**src/hw/dsar_regs.vh**
```
// Constants for the dual setpoint alarm relay block
`ifndef DSAR_REGS_VH
`define DSAR_REGS_VH
`define DSAR_RDG_W 32
`define DSAR_ST_IDLE 4'h0
`define DSAR_ST_NOOPT 4'h1
`define DSAR_ST_ENA 4'h2
`define DSAR_ST_HLVL 4'h3
`define DSAR_ST_HSNS 4'h4
`define DSAR_ST_LLVL 4'h5
`define DSAR_ST_LSNS 4'h6
`define DSAR_ST_SRC 4'h7
`define DSAR_SENSE_OPEN 1'b0
`define DSAR_SENSE_CLOSE 1'b1
`define DSAR_SRC_LEFT 1'b0
`define DSAR_SRC_RIGHT 1'b1
`endif

```
**src/hw/dsar_alarm.v**
```verilog
// Dual setpoint alarm relay logic with keypad configuration sequencer
`timescale 1ns/10ps
`include "dsar_regs.vh"
module dsar_alarm #(
    parameter W = `DSAR_RDG_W
) (
    input wire clk,
    input wire rstn,
    input wire power_down,
    input wire option_present,
    input wire setup_enter,
    input wire any_key,
    input wire cfg_valid,
    input wire [W-1:0] cfg_value,
    input wire cfg_bit,
    input wire signed [W-1:0] left_rdg,
    input wire left_rdg_valid,
    input wire signed [W-1:0] right_rdg,
    input wire right_rdg_valid,
    output wire relay1_closed,
    output wire relay2_closed,
    output wire armed,
    output wire option_missing,
    output wire [3:0] step,
    output wire signed [W-1:0] high_level,
    output wire signed [W-1:0] low_level,
    output wire high_sense,
    output wire low_sense,
    output wire source_right
);
    reg [3:0] state_q;
    reg [3:0] state_d;
    reg armed_q;
    reg armed_d;
    reg option_missing_q;
    reg [3:0] step_q;
    reg signed [W-1:0] high_level_q;
    reg signed [W-1:0] high_level_d;
    reg signed [W-1:0] low_level_q;
    reg signed [W-1:0] low_level_d;
    reg high_sense_q;
    reg high_sense_d;
    reg low_sense_q;
    reg low_sense_d;
    reg source_right_q;
    reg source_right_d;
    wire signed [W-1:0] sel_rdg;
    wire sel_valid;

    assign armed = armed_q;
    assign option_missing = option_missing_q;
    assign step = step_q;
    assign high_level = high_level_q;
    assign low_level = low_level_q;
    assign high_sense = high_sense_q;
    assign low_sense = low_sense_q;
    assign source_right = source_right_q;

    assign sel_rdg = source_right ? right_rdg : left_rdg;
    assign sel_valid = source_right ? right_rdg_valid : left_rdg_valid;

    always @* begin
        state_d = state_q;
        case (state_q)
            `DSAR_ST_IDLE: begin
                if (setup_enter) begin
                    state_d = option_present ? `DSAR_ST_ENA : `DSAR_ST_NOOPT;
                end
            end
            `DSAR_ST_NOOPT: begin
                if (any_key) begin
                    state_d = `DSAR_ST_IDLE;
                end
            end
            `DSAR_ST_ENA: begin
                if (cfg_valid) begin
                    state_d = cfg_bit ? `DSAR_ST_HLVL : `DSAR_ST_IDLE;
                end
            end
            `DSAR_ST_HLVL: begin
                if (cfg_valid) begin
                    state_d = `DSAR_ST_HSNS;
                end
            end
            `DSAR_ST_HSNS: begin
                if (cfg_valid) begin
                    state_d = `DSAR_ST_LLVL;
                end
            end
            `DSAR_ST_LLVL: begin
                if (cfg_valid) begin
                    state_d = `DSAR_ST_LSNS;
                end
            end
            `DSAR_ST_LSNS: begin
                if (cfg_valid) begin
                    state_d = `DSAR_ST_SRC;
                end
            end
            `DSAR_ST_SRC: begin
                if (cfg_valid) begin
                    state_d = `DSAR_ST_IDLE;
                end
            end
            default: state_d = `DSAR_ST_IDLE;
        endcase
        if (power_down) begin
            state_d = `DSAR_ST_IDLE;
        end
    end

    // Settings follow the step that the enter press confirms
    always @* begin
        armed_d = armed_q;
        high_level_d = high_level_q;
        low_level_d = low_level_q;
        high_sense_d = high_sense_q;
        low_sense_d = low_sense_q;
        source_right_d = source_right_q;
        if (power_down) begin
            armed_d = 1'h0;
        end else if (cfg_valid) begin
            case (state_q)
                `DSAR_ST_ENA: begin
                    if (!cfg_bit) begin
                        armed_d = 1'h0;
                    end
                end
                `DSAR_ST_HLVL: begin
                    high_level_d = cfg_value;
                end
                `DSAR_ST_HSNS: begin
                    high_sense_d = cfg_bit;
                end
                `DSAR_ST_LLVL: begin
                    low_level_d = cfg_value;
                end
                `DSAR_ST_LSNS: begin
                    low_sense_d = cfg_bit;
                end
                `DSAR_ST_SRC: begin
                    source_right_d = cfg_bit;
                    armed_d = 1'h1;
                end
                default: begin
                    armed_d = armed_q;
                end
            endcase
        end
    end

    always @(posedge clk) begin
        if (!rstn) begin
            state_q <= `DSAR_ST_IDLE;
            armed_q <= 1'h0;
            option_missing_q <= 1'h0;
            step_q <= `DSAR_ST_IDLE;
            high_level_q <= {W{1'h0}};
            low_level_q <= {W{1'h0}};
            high_sense_q <= `DSAR_SENSE_OPEN;
            low_sense_q <= `DSAR_SENSE_OPEN;
            source_right_q <= `DSAR_SRC_LEFT;
        end else begin
            state_q <= state_d;
            step_q <= state_d;
            option_missing_q <= (state_d == `DSAR_ST_NOOPT);
            armed_q <= armed_d;
            high_level_q <= high_level_d;
            low_level_q <= low_level_d;
            high_sense_q <= high_sense_d;
            low_sense_q <= low_sense_d;
            source_right_q <= source_right_d;
        end
    end

    // Relay 1 watches the high level, relay 2 the low level
    dsar_relay_ch #(
        .W(W)
    ) dsar_relay_ch_hi_inst (
        .clk(clk),
        .rstn(rstn),
        .rdg(sel_rdg),
        .rdg_valid(sel_valid),
        .level(high_level_q),
        .sense(high_sense_q),
        .armed(armed_q),
        .relay_closed(relay1_closed)
    );

    dsar_relay_ch #(
        .W(W)
    ) dsar_relay_ch_lo_inst (
        .clk(clk),
        .rstn(rstn),
        .rdg(sel_rdg),
        .rdg_valid(sel_valid),
        .level(low_level_q),
        .sense(low_sense_q),
        .armed(armed_q),
        .relay_closed(relay2_closed)
    );
endmodule // dsar_alarm

// One alarm channel: trip compare, then contact sense
module dsar_relay_ch #(
    parameter W = `DSAR_RDG_W
) (
    input wire clk,
    input wire rstn,
    input wire signed [W-1:0] rdg,
    input wire rdg_valid,
    input wire signed [W-1:0] level,
    input wire sense,
    input wire armed,
    output wire relay_closed
);
    reg trip_q;
    reg trip_d;
    reg relay_q;
    reg relay_d;

    assign relay_closed = relay_q;

    // Trip is re-evaluated only on a fresh reading
    always @* begin
        trip_d = trip_q;
        if (rdg_valid) begin
            trip_d = rdg > level;
        end
    end

    // Open sense never closes; disarmed rests open
    always @* begin
        relay_d = armed & (sense == `DSAR_SENSE_CLOSE) & trip_q;
    end

    always @(posedge clk) begin
        if (!rstn) begin
            trip_q <= 1'h0;
            relay_q <= 1'h0;
        end else begin
            trip_q <= trip_d;
            relay_q <= relay_d;
        end
    end
endmodule // dsar_relay_ch

```
**config.mk**
```make
export PLATFORM = sky130hd
export DESIGN_NAME = dsar_alarm
export DESIGN_NICKNAME = d
export VERILOG_FILES = /design/src/hw/dsar_alarm.v
export VERILOG_INCLUDE_DIRS = /design/src /design/src/hw
export SDC_FILE = /design/constraint.sdc
export NUM_CORES = 1
export LEC_CHECK = 0
export BUFFER_PORTS_ARGS = -buffer_cell sky130_fd_sc_hd__clkbuf_2
export CORE_MARGIN = 3
export CORE_UTILIZATION = 45
export CTS_BUF_LIST = sky130_fd_sc_hd__clkbuf_4
export CTS_CLUSTER_SIZE = 10
export DETAILED_ROUTE_END_ITERATION = 7
export PLACE_DENSITY = 0.8
export SLEW_MARGIN = 20
export SYNTH_ARGS = -nofsm -noshare
export SYNTH_HDL_FRONTEND = slang
export SYNTH_HIERARCHICAL = 1
export SYNTH_SLANG_ARGS = --single-unit
```
**constraint.sdc**
```tcl
create_clock -name clk -period 3.5 [get_ports clk]
set_input_delay 0.875 -clock clk [delete_from_list [all_inputs] [get_ports clk]]
set_output_delay 0.875 -clock clk [all_outputs]
set_load 0.01 [all_outputs]
```
---- Word level (Yosys, flattened, before mapping) ----
Cells that the tools add are included.
storage, ports and cells
  input bits .............................. 106
  output and inout bits ................... 75
  logic and storage cells ................. 54
  flip-flop bits (word level) ............. 77
operators by class
  order comparisons ....................... 2
  bitwise gates (word level) .............. 6
  reductions and logical operators ........ 9
  mux-type cells .......................... 16
  eq/ne operators ......................... 9
operators with widths
  operator                                                               count
  32-bit > comparator                                                    2
  4-bit two-way mux                                                      9
  32-bit two-way mux                                                     1
  4-bit case mux with 8 select lines                                     1
  3-bit AND reduction                                                    6
  4-bit by 3-bit equality test with 1-bit output, second input constant  4
  4-bit by 1-bit equality test with 1-bit output, second input constant  2
  4-bit by 2-bit equality test with 1-bit output, second input constant  2
  1-bit bitwise AND                                                      4
  4-bit zero test                                                        1
  2-bit two-way mux                                                      2
  1-bit two-way mux                                                      2
  2-bit inequality test, second input constant                           1
  1-bit NOT                                                              2
  1-bit case mux with 2 select lines                                     1
  2-bit nonzero test                                                     1
  2-bit OR reduction                                                     1

---- Longest topological paths before layout ----
Gate-level depths: netlist (run 1).
  word-level depth ........................ 5
  mapped depth ............................ 10
  gate-level depth less buffers ........... 9

---- By module ----
The synthesis (run 1) kept the hierarchy.
by module, submodules not included
  module         area an instance (sq um)  instances  cells each  seq. area each (sq um)
  dsar_alarm     3241.9                    1          370         1461.4
  dsar_relay_ch  895.9                     2          123         40.0

---- Least setup slack after synthesis (run 1) ----
Ideal clock, no wire load.
  path type ............................... reg2reg
  start point ............................. register source_right_q (netlist: source_right)
  end point ............................... register dsar_relay_ch_hi_inst.trip_q
  required time ........................... 3377 ps
  path buffers ............................ 2
  data arrival time ....................... 2885 ps
  setup slack ............................. 491 ps
  cell stages (with the launch flop) ...... 11
  clock period less this slack ............ 3009 ps
  library setup time ...................... 123 ps
  cells stage by stage .................... dfxtp_1 clkbuf_1 clkbuf_1 mux2_2 ha_1 nand4_1 or4_4 o211a_1 and2_1 a21oi_2 nand3_1
between the ends
  longest elaborated chain between the ends .. 2
  elaborated cells on any way between the ends .. 3
  those cells by class .................... order compare (1); mux (2)
ends and longest elaborated chain
  item                    line              RTL
  from (decl)             dsar_alarm.v:45   reg source_right_q;
  from (signal assigned)  dsar_alarm.v:162  source_right_q <= `DSAR_SRC_LEFT;
  from (signal assigned)  dsar_alarm.v:172  source_right_q <= source_right_d;
  32-bit two-way mux      dsar_alarm.v:59   assign sel_rdg = source_right ? right_rdg : left_rdg;
  net sel_rdg[23]         dsar_alarm.v:47   wire signed [W-1:0] sel_rdg;
  32-bit > comparator     dsar_alarm.v:228  trip_d = rdg > level;
  to (signal assigned)    dsar_alarm.v:242  trip_q <= trip_d;
  to (decl)               dsar_alarm.v:217  reg trip_q;
The timed path passes the listed nets, and every way through them passes these cells.
A chain may end at the register's enable or synchronous reset.

---- Worst setup path after layout (run 1) ----
  start point ............................. register source_right_q (netlist: source_right)
  end point ............................... register dsar_relay_ch_lo_inst.trip_q
between the ends
  longest elaborated chain between the ends .. 2
  elaborated cells on any way between the ends .. 3
  those cells by class .................... order compare (1); mux (2)
ends and longest elaborated chain
  item                  line
  32-bit two-way mux    dsar_alarm.v:59
  net sel_rdg[27]       dsar_alarm.v:47
  32-bit > comparator   dsar_alarm.v:228
  to (signal assigned)  dsar_alarm.v:242
  to (decl)             dsar_alarm.v:217
The timed path passes the listed nets, and every way through them passes these cells.

==> summary.txt, run 1 <==
Placement
  • Cell Area, Placed: 6070 um^2
  • DP HPWL: 10,800 um
  • Placement Setup Slack: 452 ps
  • Routability Congestion: 0.895
  • Port bufs: 180

Critical path
  • Setup slack, reg-to-reg: 520 ps
  • Reg-to-Reg End: dsar_relay_ch_lo_inst/trip_q
  • Worst Setup Start Kind: flop
  • CP Data Arrival Time: 3280 ps
  • Critical Path End Type: flop
  • Register-to-Register Path Depth: 9
  • CP max stage cell: or4_4
  • Delay-heaviest family, CP: simple AND/OR/NAND/NOR gates
  • Critical path class: flop to flop
  • WP buf/inv: 1
  • CP Cell Sequence: buf_12 -> mux2_2 -> ha_1 -> nand4_1 -> or4_4 -> o211a_1 -> and2_1 -> a21oi_2 -> nand3_1
  • CP max FO: 25
  • R2R Path Start: source_right
  • Critical Path Max Stage Delay: 540 ps
  • Worst endpoint required time: 3800 ps

Clocking
  • Clk sinks: 77
  • Clk root buf: clkbuf_4
  • Clock Latency Late Sink: 420 ps
  • Hold-fix buffers at CTS: 0
  • Post-CTS Resized: 0
  • H-tree depth: 3
  • CTS max path bufs: 2
  • CTS tree: done
  • Total CTS buffers: 9
  • Clock transition at path regs: 120 ps
  • # Post-CTS Setup Buffers: 0

Detailed routing
  • Wirelength, routed: 13,500 um
  • Drt drc: 0
  • Initial DRC count: 199
  • Via-to-Cell Ratio: 5.13
  • DR WL/cell: 14.6 um
  • Drt first pass iters: 4
  • Final ANT Viol Nets: 0
  • Via count: 4,753

Logic synthesis
  • Syn Inst Count: 616
  • Sequential area share after synthesis: 30.6%
  • Cell area after synthesis: 5030 um^2
  • EDFF count, synth: 0
  • Fraction of registers with async set/reset: 0%
  • Post-synthesis net count: 786
  • #FFs+latches synth: 77
  • Ys Warns: 6
  • Top FF cell, synth: dfxtp_1
  • Number of distinct library cells after synthesis: 46
  • Average cell area after synthesis: 8.17 um^2

STA
  • Final Hold Viols: 0
  • Max Freq: 0.335 GHz
  • Fin. max-slew vios: 0
  • Final Critical Period: 2980 ps
  • Post-route worst setup slack: 518 ps
  • Relative slew slack: 45.3%
  • Hold Slack: 474 ps
  • Final setup viols: 0
  • Worst slew pin tran: 819 ps
  • Max Clock Skew: 19.3 ps
  • RSZ-0062 raised after global routing: false
  • Setup TNS: 0 ps
  • Period utilization: 85.2%

Cells and area
  • Post-route cell area: 6180 um^2
  • # diodes: 0
  • Layout cells sized above 1: 31.1%
  • Area Growth Syn to Fin: 22.7%
  • # fillers: 966
  • Total Nets Final: 955
  • Final core area utilization: 58.3%

GRT
  • Vias in the first global route: 4,641
  • Initial antenna violation count: 0
  • GRT overflow: 0
  • GR Util All Layers: 21.2%
  • Largest net degree at the start of global routing: 33
  • First-pass GRT wire length: 22,100 um

Power and ir drop
  • IR drop worst, VDD: 0.153 mV
  • Lkg Pwr: 2.61 nW
  • Pwr/cell area: 254 nW/um^2

Hold path
  • Min-delay worst type: flop to flop
  • Hold path start: high_sense
  • Hold EP: dsar_relay_ch_hi_inst/relay_closed
  • Worst hold stages: 2

Die
  • Io pins: 181
  • Rows: 37
  • Die height: 112 um
  • Initial Util: 47.5%
  • Die Footprint: 12,500 um^2
  • Die X: 112 um
  • Core Area: 10,600 um^2

Job
  • # Max-Cap Violations: 0

Outcome
  • Run status: finished clean
cells in the mapped netlist (all sizes together) (5+ instances only):
| library cell | count | area (um^2) |
|---|---|---|
| nor2 | 7 | 26.3 |
| inv | 67 | 251 |
| nand3 | 15 | 75.1 |
| nor2b | 5 | 31.3 |
| nand4 | 16 | 100 |
| nand2 | 146 | 548 |
| dfxtp | 77 | 1540 |
| clkbuf | 18 | 77.6 |
| ha | 64 | 801 |
| mux2 | 33 | 372 |
| a21boi | 66 | 495 |
| o21ai | 9 | 45.0 |
| a21oi | 32 | 168 |
| buf | 11 | 73.8 |
worst register-to-register path, cell delays in order, from the launching register on:
cell,delay [ps]
dfxtp_2,530
buf_12,240
mux2_2,380
ha_1,330
nand4_1,190
or4_4,540
o211a_1,260
and2_1,180
a21oi_2,130
nand3_1,80
power breakdown:
part	internal (W)	switching, W	total [W]
clock	0.000141	0.000322	0.000463
sequential	0.000879	0.00000236	0.000881
combinational	0.000118	0.000108	0.000227
cell usage in the layout, fill, tap and decap left out, drive strengths merged, types with 3 or more instances in the layout:
cell type and instances:
o21a 3, or4 4, ha 64, nor2b 5, or3b 3, a221oi 4, a21boi 66, nor3 4
o21ai 9, nand3 15, clkinv 4, a21oi 32, nand4 16, clkbuf 189, nand2 146, mux2 33
dfxtp 77, inv 68, buf 7, nor2 7, o211a 4
logic make-up (layout without fill, tap and decap cells):
group                      Yosys count  in the layout  synth area share, %
and+or+nand+nor                    213            213                 19.5
AOI/OAI and AO/OA                  129            129                 17.9
buffers and inverters               96            270                 8.00
DFF                                 77             77                 30.6
adders and majority gates           64             64                 15.9
muxes                               35             35                 7.78
other                                1              1               0.0745
xor gates and xnor gates             1              1                0.174
how the worst max path moves through the flow:
stage                  startpoint                            to  slack (ps)  cells after the start
CTS                  source_right  dsar_relay_ch_lo_inst/trip_q         520                      9
finish               source_right  dsar_relay_ch_lo_inst/trip_q         520                      9
global route         source_right  dsar_relay_ch_lo_inst/trip_q         360                      9
floorplan            source_right  dsar_relay_ch_hi_inst/trip_q         490                     10
detailed placement  right_rdg[31]  dsar_relay_ch_hi_inst/trip_q         450                      9
global placement    right_rdg[31]  dsar_relay_ch_lo_inst/trip_q         490                      9
per-layer routing:
metal / share of wire (%) / track usage [%] / up-vias
li1: - / - / 2435
met1: 47 / 28.3 / 2170
met2: 46 / 35.0 / 129
met3: 5.3 / 3.53 / 19
met4: 1.8 / 7.14 / 0
met5: 0 / 0 / -
final cells by class:
| cell class | instances | area (um^2) | area share, % |
|---|---|---|---|
| Clock buffer | 9 | 67.6 | 1.09 |
| Clock inverter | 7 | 41.3 | 0.668 |
| Inverter | 67 | 251 | 4.07 |
| Multi-Input combinational cell | 443 | 3090 | 50.0 |
| Sequential cell | 77 | 1540 | 25.0 |
| Tap cell | 136 | 170 | 2.75 |
| Timing Repair Buffer | 187 | 1020 | 16.4 |
metrics by stage:
stage / cells / total power [W]
floorplan: 616 / 0.00103
global placement: 910 / 0.00112
detailed placement: 910 / 0.00113
CTS: 926 / 0.00159
global route: 926 / 0.00166
finish: 926 / 0.00157
state kept, by name (all words and copies together) (netlist names):
name and count:
source_right 1, low_sense 1, step 4, dsar_relay_ch_hi_inst/relay_closed 1, option_missing 1, high_level 32
armed 1, low_level 32, dsar_relay_ch_lo_inst/trip_q 1, high_sense 1, dsar_relay_ch_lo_inst/relay_closed 1, dsar_relay_ch_hi_inst/trip_q 1
Note: power is estimated with default switching activity, not from simulation.
==> run 2, diff against run 1 <==
--- a/config.mk
+++ b/config.mk
@@ -12,9 +12,8 @@
 export CTS_BUF_LIST = sky130_fd_sc_hd__clkbuf_4
 export CTS_CLUSTER_SIZE = 10
 export DETAILED_ROUTE_END_ITERATION = 7
-export PLACE_DENSITY = 0.8
+export PLACE_DENSITY = 0.82
 export SLEW_MARGIN = 20
 export SYNTH_ARGS = -nofsm -noshare
 export SYNTH_HDL_FRONTEND = slang
-export SYNTH_HIERARCHICAL = 1
 export SYNTH_SLANG_ARGS = --single-unit
==> constraint.sdc (replaced) <==
create_clock -name clk -period 2.65 [get_ports clk]
set_input_delay 0.6625 -clock clk [delete_from_list [all_inputs] [get_ports clk]]
set_output_delay 0.6625 -clock clk [all_outputs]
set_load 0.01 [all_outputs]
==> run 2 against run 1 <==
Final area increased by 4.4%. Clock skew decreased by 6.1 ps. Cell count increased by 2.6%. Register-to-register slack got worse by 410 ps. Sequential share of layout area decreased by 1.0 points. Critical path type unchanged. Hold slack got worse by 26 ps. Global-route usage increased by 0.51 points. Synthesized cell count increased by 0.32%. Highest routed layer unchanged. Area after synthesis decreased by 0.27%.
==> summary.txt, run 2 <==
Placement
  • Port bufs: 180 (unchanged)
  • Routability Congestion: 0.809 (-9.5%)
  • # placed instances: 930 (+2.2%)
  • Placement Setup Slack: -137 ps (-589 ps)
  • DP HPWL: 10,800 um (about the same)
  • Cell Area, Placed: 6190 um^2 (+2.0%)

STA
  • Period utilization: 96.0% (+11 points)
  • Final setup viols: 0 (unchanged)
  • Max Clock Skew: 13.2 ps (-6.11 ps)
  • Max Freq: 0.393 GHz (+17%)
  • Post-route worst setup slack: 106 ps (-412 ps)
  • Final Hold Viols: 0 (unchanged)
  • Fin. max-slew vios: 0 (unchanged)
  • RSZ-0062 raised after global routing: true
  • Worst slew pin tran: 504 ps (-315 ps)
  • Relative slew slack: 66.4% (+21 points)
  • Final Critical Period: 2540 ps (-438 ps)

Outcome
  • Run status: finished clean

Power and ir drop
  • Internal Power: 0.00163 W (+43%)
  • Combinational power share: 14.6% (+0.2 points)
  • Part of the power in registers: 52.6% (-3.5 points)
  • Sw Pwr: 0.000586 W (+36%)
  • Switching share of power: 26.5% (-1.1 points)
  • Clock power share: 32.8% (+3.3 points)
  • Pwr/cell area: 344 nW/um^2 (+35%)
  • Lkg Pwr: 2.69 nW (+3.0%)
  • IR drop worst, VDD: 0.410 mV (+170%)

Logic synthesis
  • #FFs+latches synth: 77 (unchanged)
  • Syn Inst Count: 618 (+0.32%)
  • Area leader, netlist: dfxtp_1
  • Average cell area after synthesis: 8.12 um^2 (-0.60%)
  • Post-synthesis net count: 788 (+0.25%)
  • Most common cell in the synthesized netlist: nand2_1
  • Top cell type's share of synthesized area: 30.7% (+0.084 points)
  • Cell area after synthesis: 5020 um^2 (-0.27%)
  • EDFF count, synth: 0 (unchanged)
  • Ys Warns: 0 (-6)
  • Fraction of registers with async set/reset: 0% (unchanged)
  • Top FF cell, synth: dfxtp_1
  • Sequential area share after synthesis: 30.7% (+0.084 points)
  • Most frequent cells after synthesis: nand2_1, dfxtp_1, inv_1, ha_1, a21boi_0
  • Synth top area cells: dfxtp_1, ha_1, nand2_1, mux2_2, a21boi_0
  • Number of distinct library cells after synthesis: 51 (+11%)

Clocking
  • CTS tree: done
  • Total CTS buffers: 9 (unchanged)
  • Clk sinks: 77 (unchanged)
  • Clock transition at path regs: 130 ps (about the same)
  • Hold-fix buffers at CTS: 0 (unchanged)
  • Clk root buf: clkbuf_4
  • H-tree depth: 3 (unchanged)
  • CTS max path bufs: 2 (unchanged)
  • Clock Latency Late Sink: 430 ps (about the same)

Detailed routing
  • Wirelength, routed: 13,800 um (+2.0%)
  • Final ANT Viol Nets: 0 (unchanged)
  • Via-to-Cell Ratio: 5.16 (+0.51%)
  • Drt drc: 0 (unchanged)
  • Initial DRC count: 245 (+23%)
  • Via count: 4,901 (+3.1%)
  • Drt first pass iters: 5 (+1)
  • DR WL/cell: 14.5 um (-0.53%)

Hold path
  • Min-delay worst type: input pin to flop

Die
  • Core Area: 10,600 um^2 (unchanged)
  • Io pins: 181 (unchanged)
  • Initial Util: 47.4% (-0.13 points)
  • Die height: 112 um (-0.13%)
  • Die Footprint: 12,500 um^2 (-0.26%)
  • Rows: 37 (unchanged)
  • Die X: 112 um (-0.13%)

Critical path
  • Critical path class: flop to flop
  • Critical Path End Type: flop
  • CP max FO: 16 (-36%)
  • WP buf/inv: 2 (+1)
  • CP max stage cell: dfxtp_4
  • Delay-heaviest family, CP: simple AND/OR/NAND/NOR gates
  • Worst Setup Start Kind: flop
  • Worst endpoint required time: 2970 ps (-830 ps)
  • CP Data Arrival Time: 2870 ps (-410 ps)
  • Critical Path Max Stage Delay: 390 ps (-150 ps)
  • CP Cell Sequence: buf_12 -> mux2_2 -> ha_1 -> nand4_1 -> nor4_1 -> buf_4 -> a21oi_1 -> and2_1 -> a32oi_1 -> o211ai_1

Cells and area
  • Final std cells w/o fill: 950 (+2.6%)
  • # diodes: 0 (unchanged)
  • Post-route cell area: 6450 um^2 (+4.4%)
  • Area Growth Syn to Fin: 28.5%
  • Sequential Area: 1550 um^2 (+0.16%)
  • Final core area utilization: 60.8% (+2.6 points)
  • Total Nets Final: 979 (+2.5%)
  • Multi-input gate area: 3190 um^2 (+3.3%)
  • Most common cell after layout, fill and taps aside: clkbuf_2
  • Layout cells sized above 1: 33.8% (+2.6 points)
  • # fillers: 1,010 (+4.6%)
  • Most frequent cells in the layout: clkbuf_2, nand2_1, dfxtp_1

GRT
  • Largest net degree at the start of global routing: 36 (+9.1%)
  • GRT overflow: 0 (unchanged)
  • First-pass GRT wire length: 22,200 um (+0.56%)
  • GR Util All Layers: 21.8% (+0.51 points)
  • Initial antenna violation count: 0 (unchanged)
  • Vias in the first global route: 4,590 (-1.1%)

Job
  • # Max-Cap Violations: 0 (unchanged)
[run 2: worst register-to-register path: cells and delay by family, from the launching register on]
family | cells | cell delay (ps)
AO/OA/AOI/OAI | 3 | 360
flip-flops | 1 | 390
buffers and inverters | 2 | 330
multiplexers | 1 | 390
AND/OR/NAND/NOR | 3 | 650
adder cells (fa/ha/maj) | 1 | 320
[run 2: routing by layer]
layer	wire length, um	track usage, %
met2	6600	37.9
met1	6110	27.4
met5	0	0
met4	163	4.22
met3	922	5.65
[run 2: cells by family (layout without fill, tap and decap cells)]
family | count (synthesis) | count (layout) | synth area share (%)
AOI/OAI and AO/OA | 129 | 129 | 18.0
DFF | 77 | 77 | 30.7
xor gates and xnor gates | 2 | 2 | 0.349
and+or+nand+nor | 214 | 214 | 19.6
adders and majority gates | 64 | 64 | 16.0
other | 1 | 1 | 0.0747
buffers and inverters | 95 | 291 | 7.35
muxes | 36 | 36 | 7.95
[run 2: area by class of cell]
class | instances | area share [%]
clock inverter | 6 | 0.989
multi-input combinational | 446 | 49.5
timing repair buffer | 209 | 17.9
sequential | 77 | 24.0
clock buffer | 10 | 1.16
inverter | 66 | 3.84
tap | 136 | 2.64
[run 2: worst paths after layout]
check                start                           end  slack, ps  cells past startpoint
max           source_right  dsar_relay_ch_lo_inst.trip_q        110                     10
min          cfg_value[14]                high_level[14]        450                      3
max reg2reg   source_right  dsar_relay_ch_lo_inst.trip_q        110                     10
min reg2reg  high_level[2]                 high_level[2]        480                      2
[run 2: stage by stage]
stage	power (W)	setup TNS [ps]	hold WS [ps]
6_report	0.00222	0	448
3_5_place_dp	0.00151	-159	460
5_1_grt	0.00234	-5.58	409
4_1_cts	0.00224	0	411
3_3_place_gp	0.00150	-84.0	457
2_1_floorplan	0.00136	0	454
[run 2: power groups by stage]
stage	Sequential, W	Clock [W]	Combinational, W
2_1_floorplan	0.00119	0	0.000172
3_3_place_gp	0.00119	0	0.000311
3_5_place_dp	0.00119	0	0.000316
4_1_cts	0.00117	0.000755	0.000317
5_1_grt	0.00117	0.000801	0.000367
6_report	0.00117	0.000727	0.000324
[run 2: timing repair]
action | 4_1_cts | 5_1_grt
endpoints found under the setup margin | 1 | 2
setup buffers | 1 | 3
resized for setup | 0 | 11
cloned | 0 | 0
pin swaps | 1 | 3
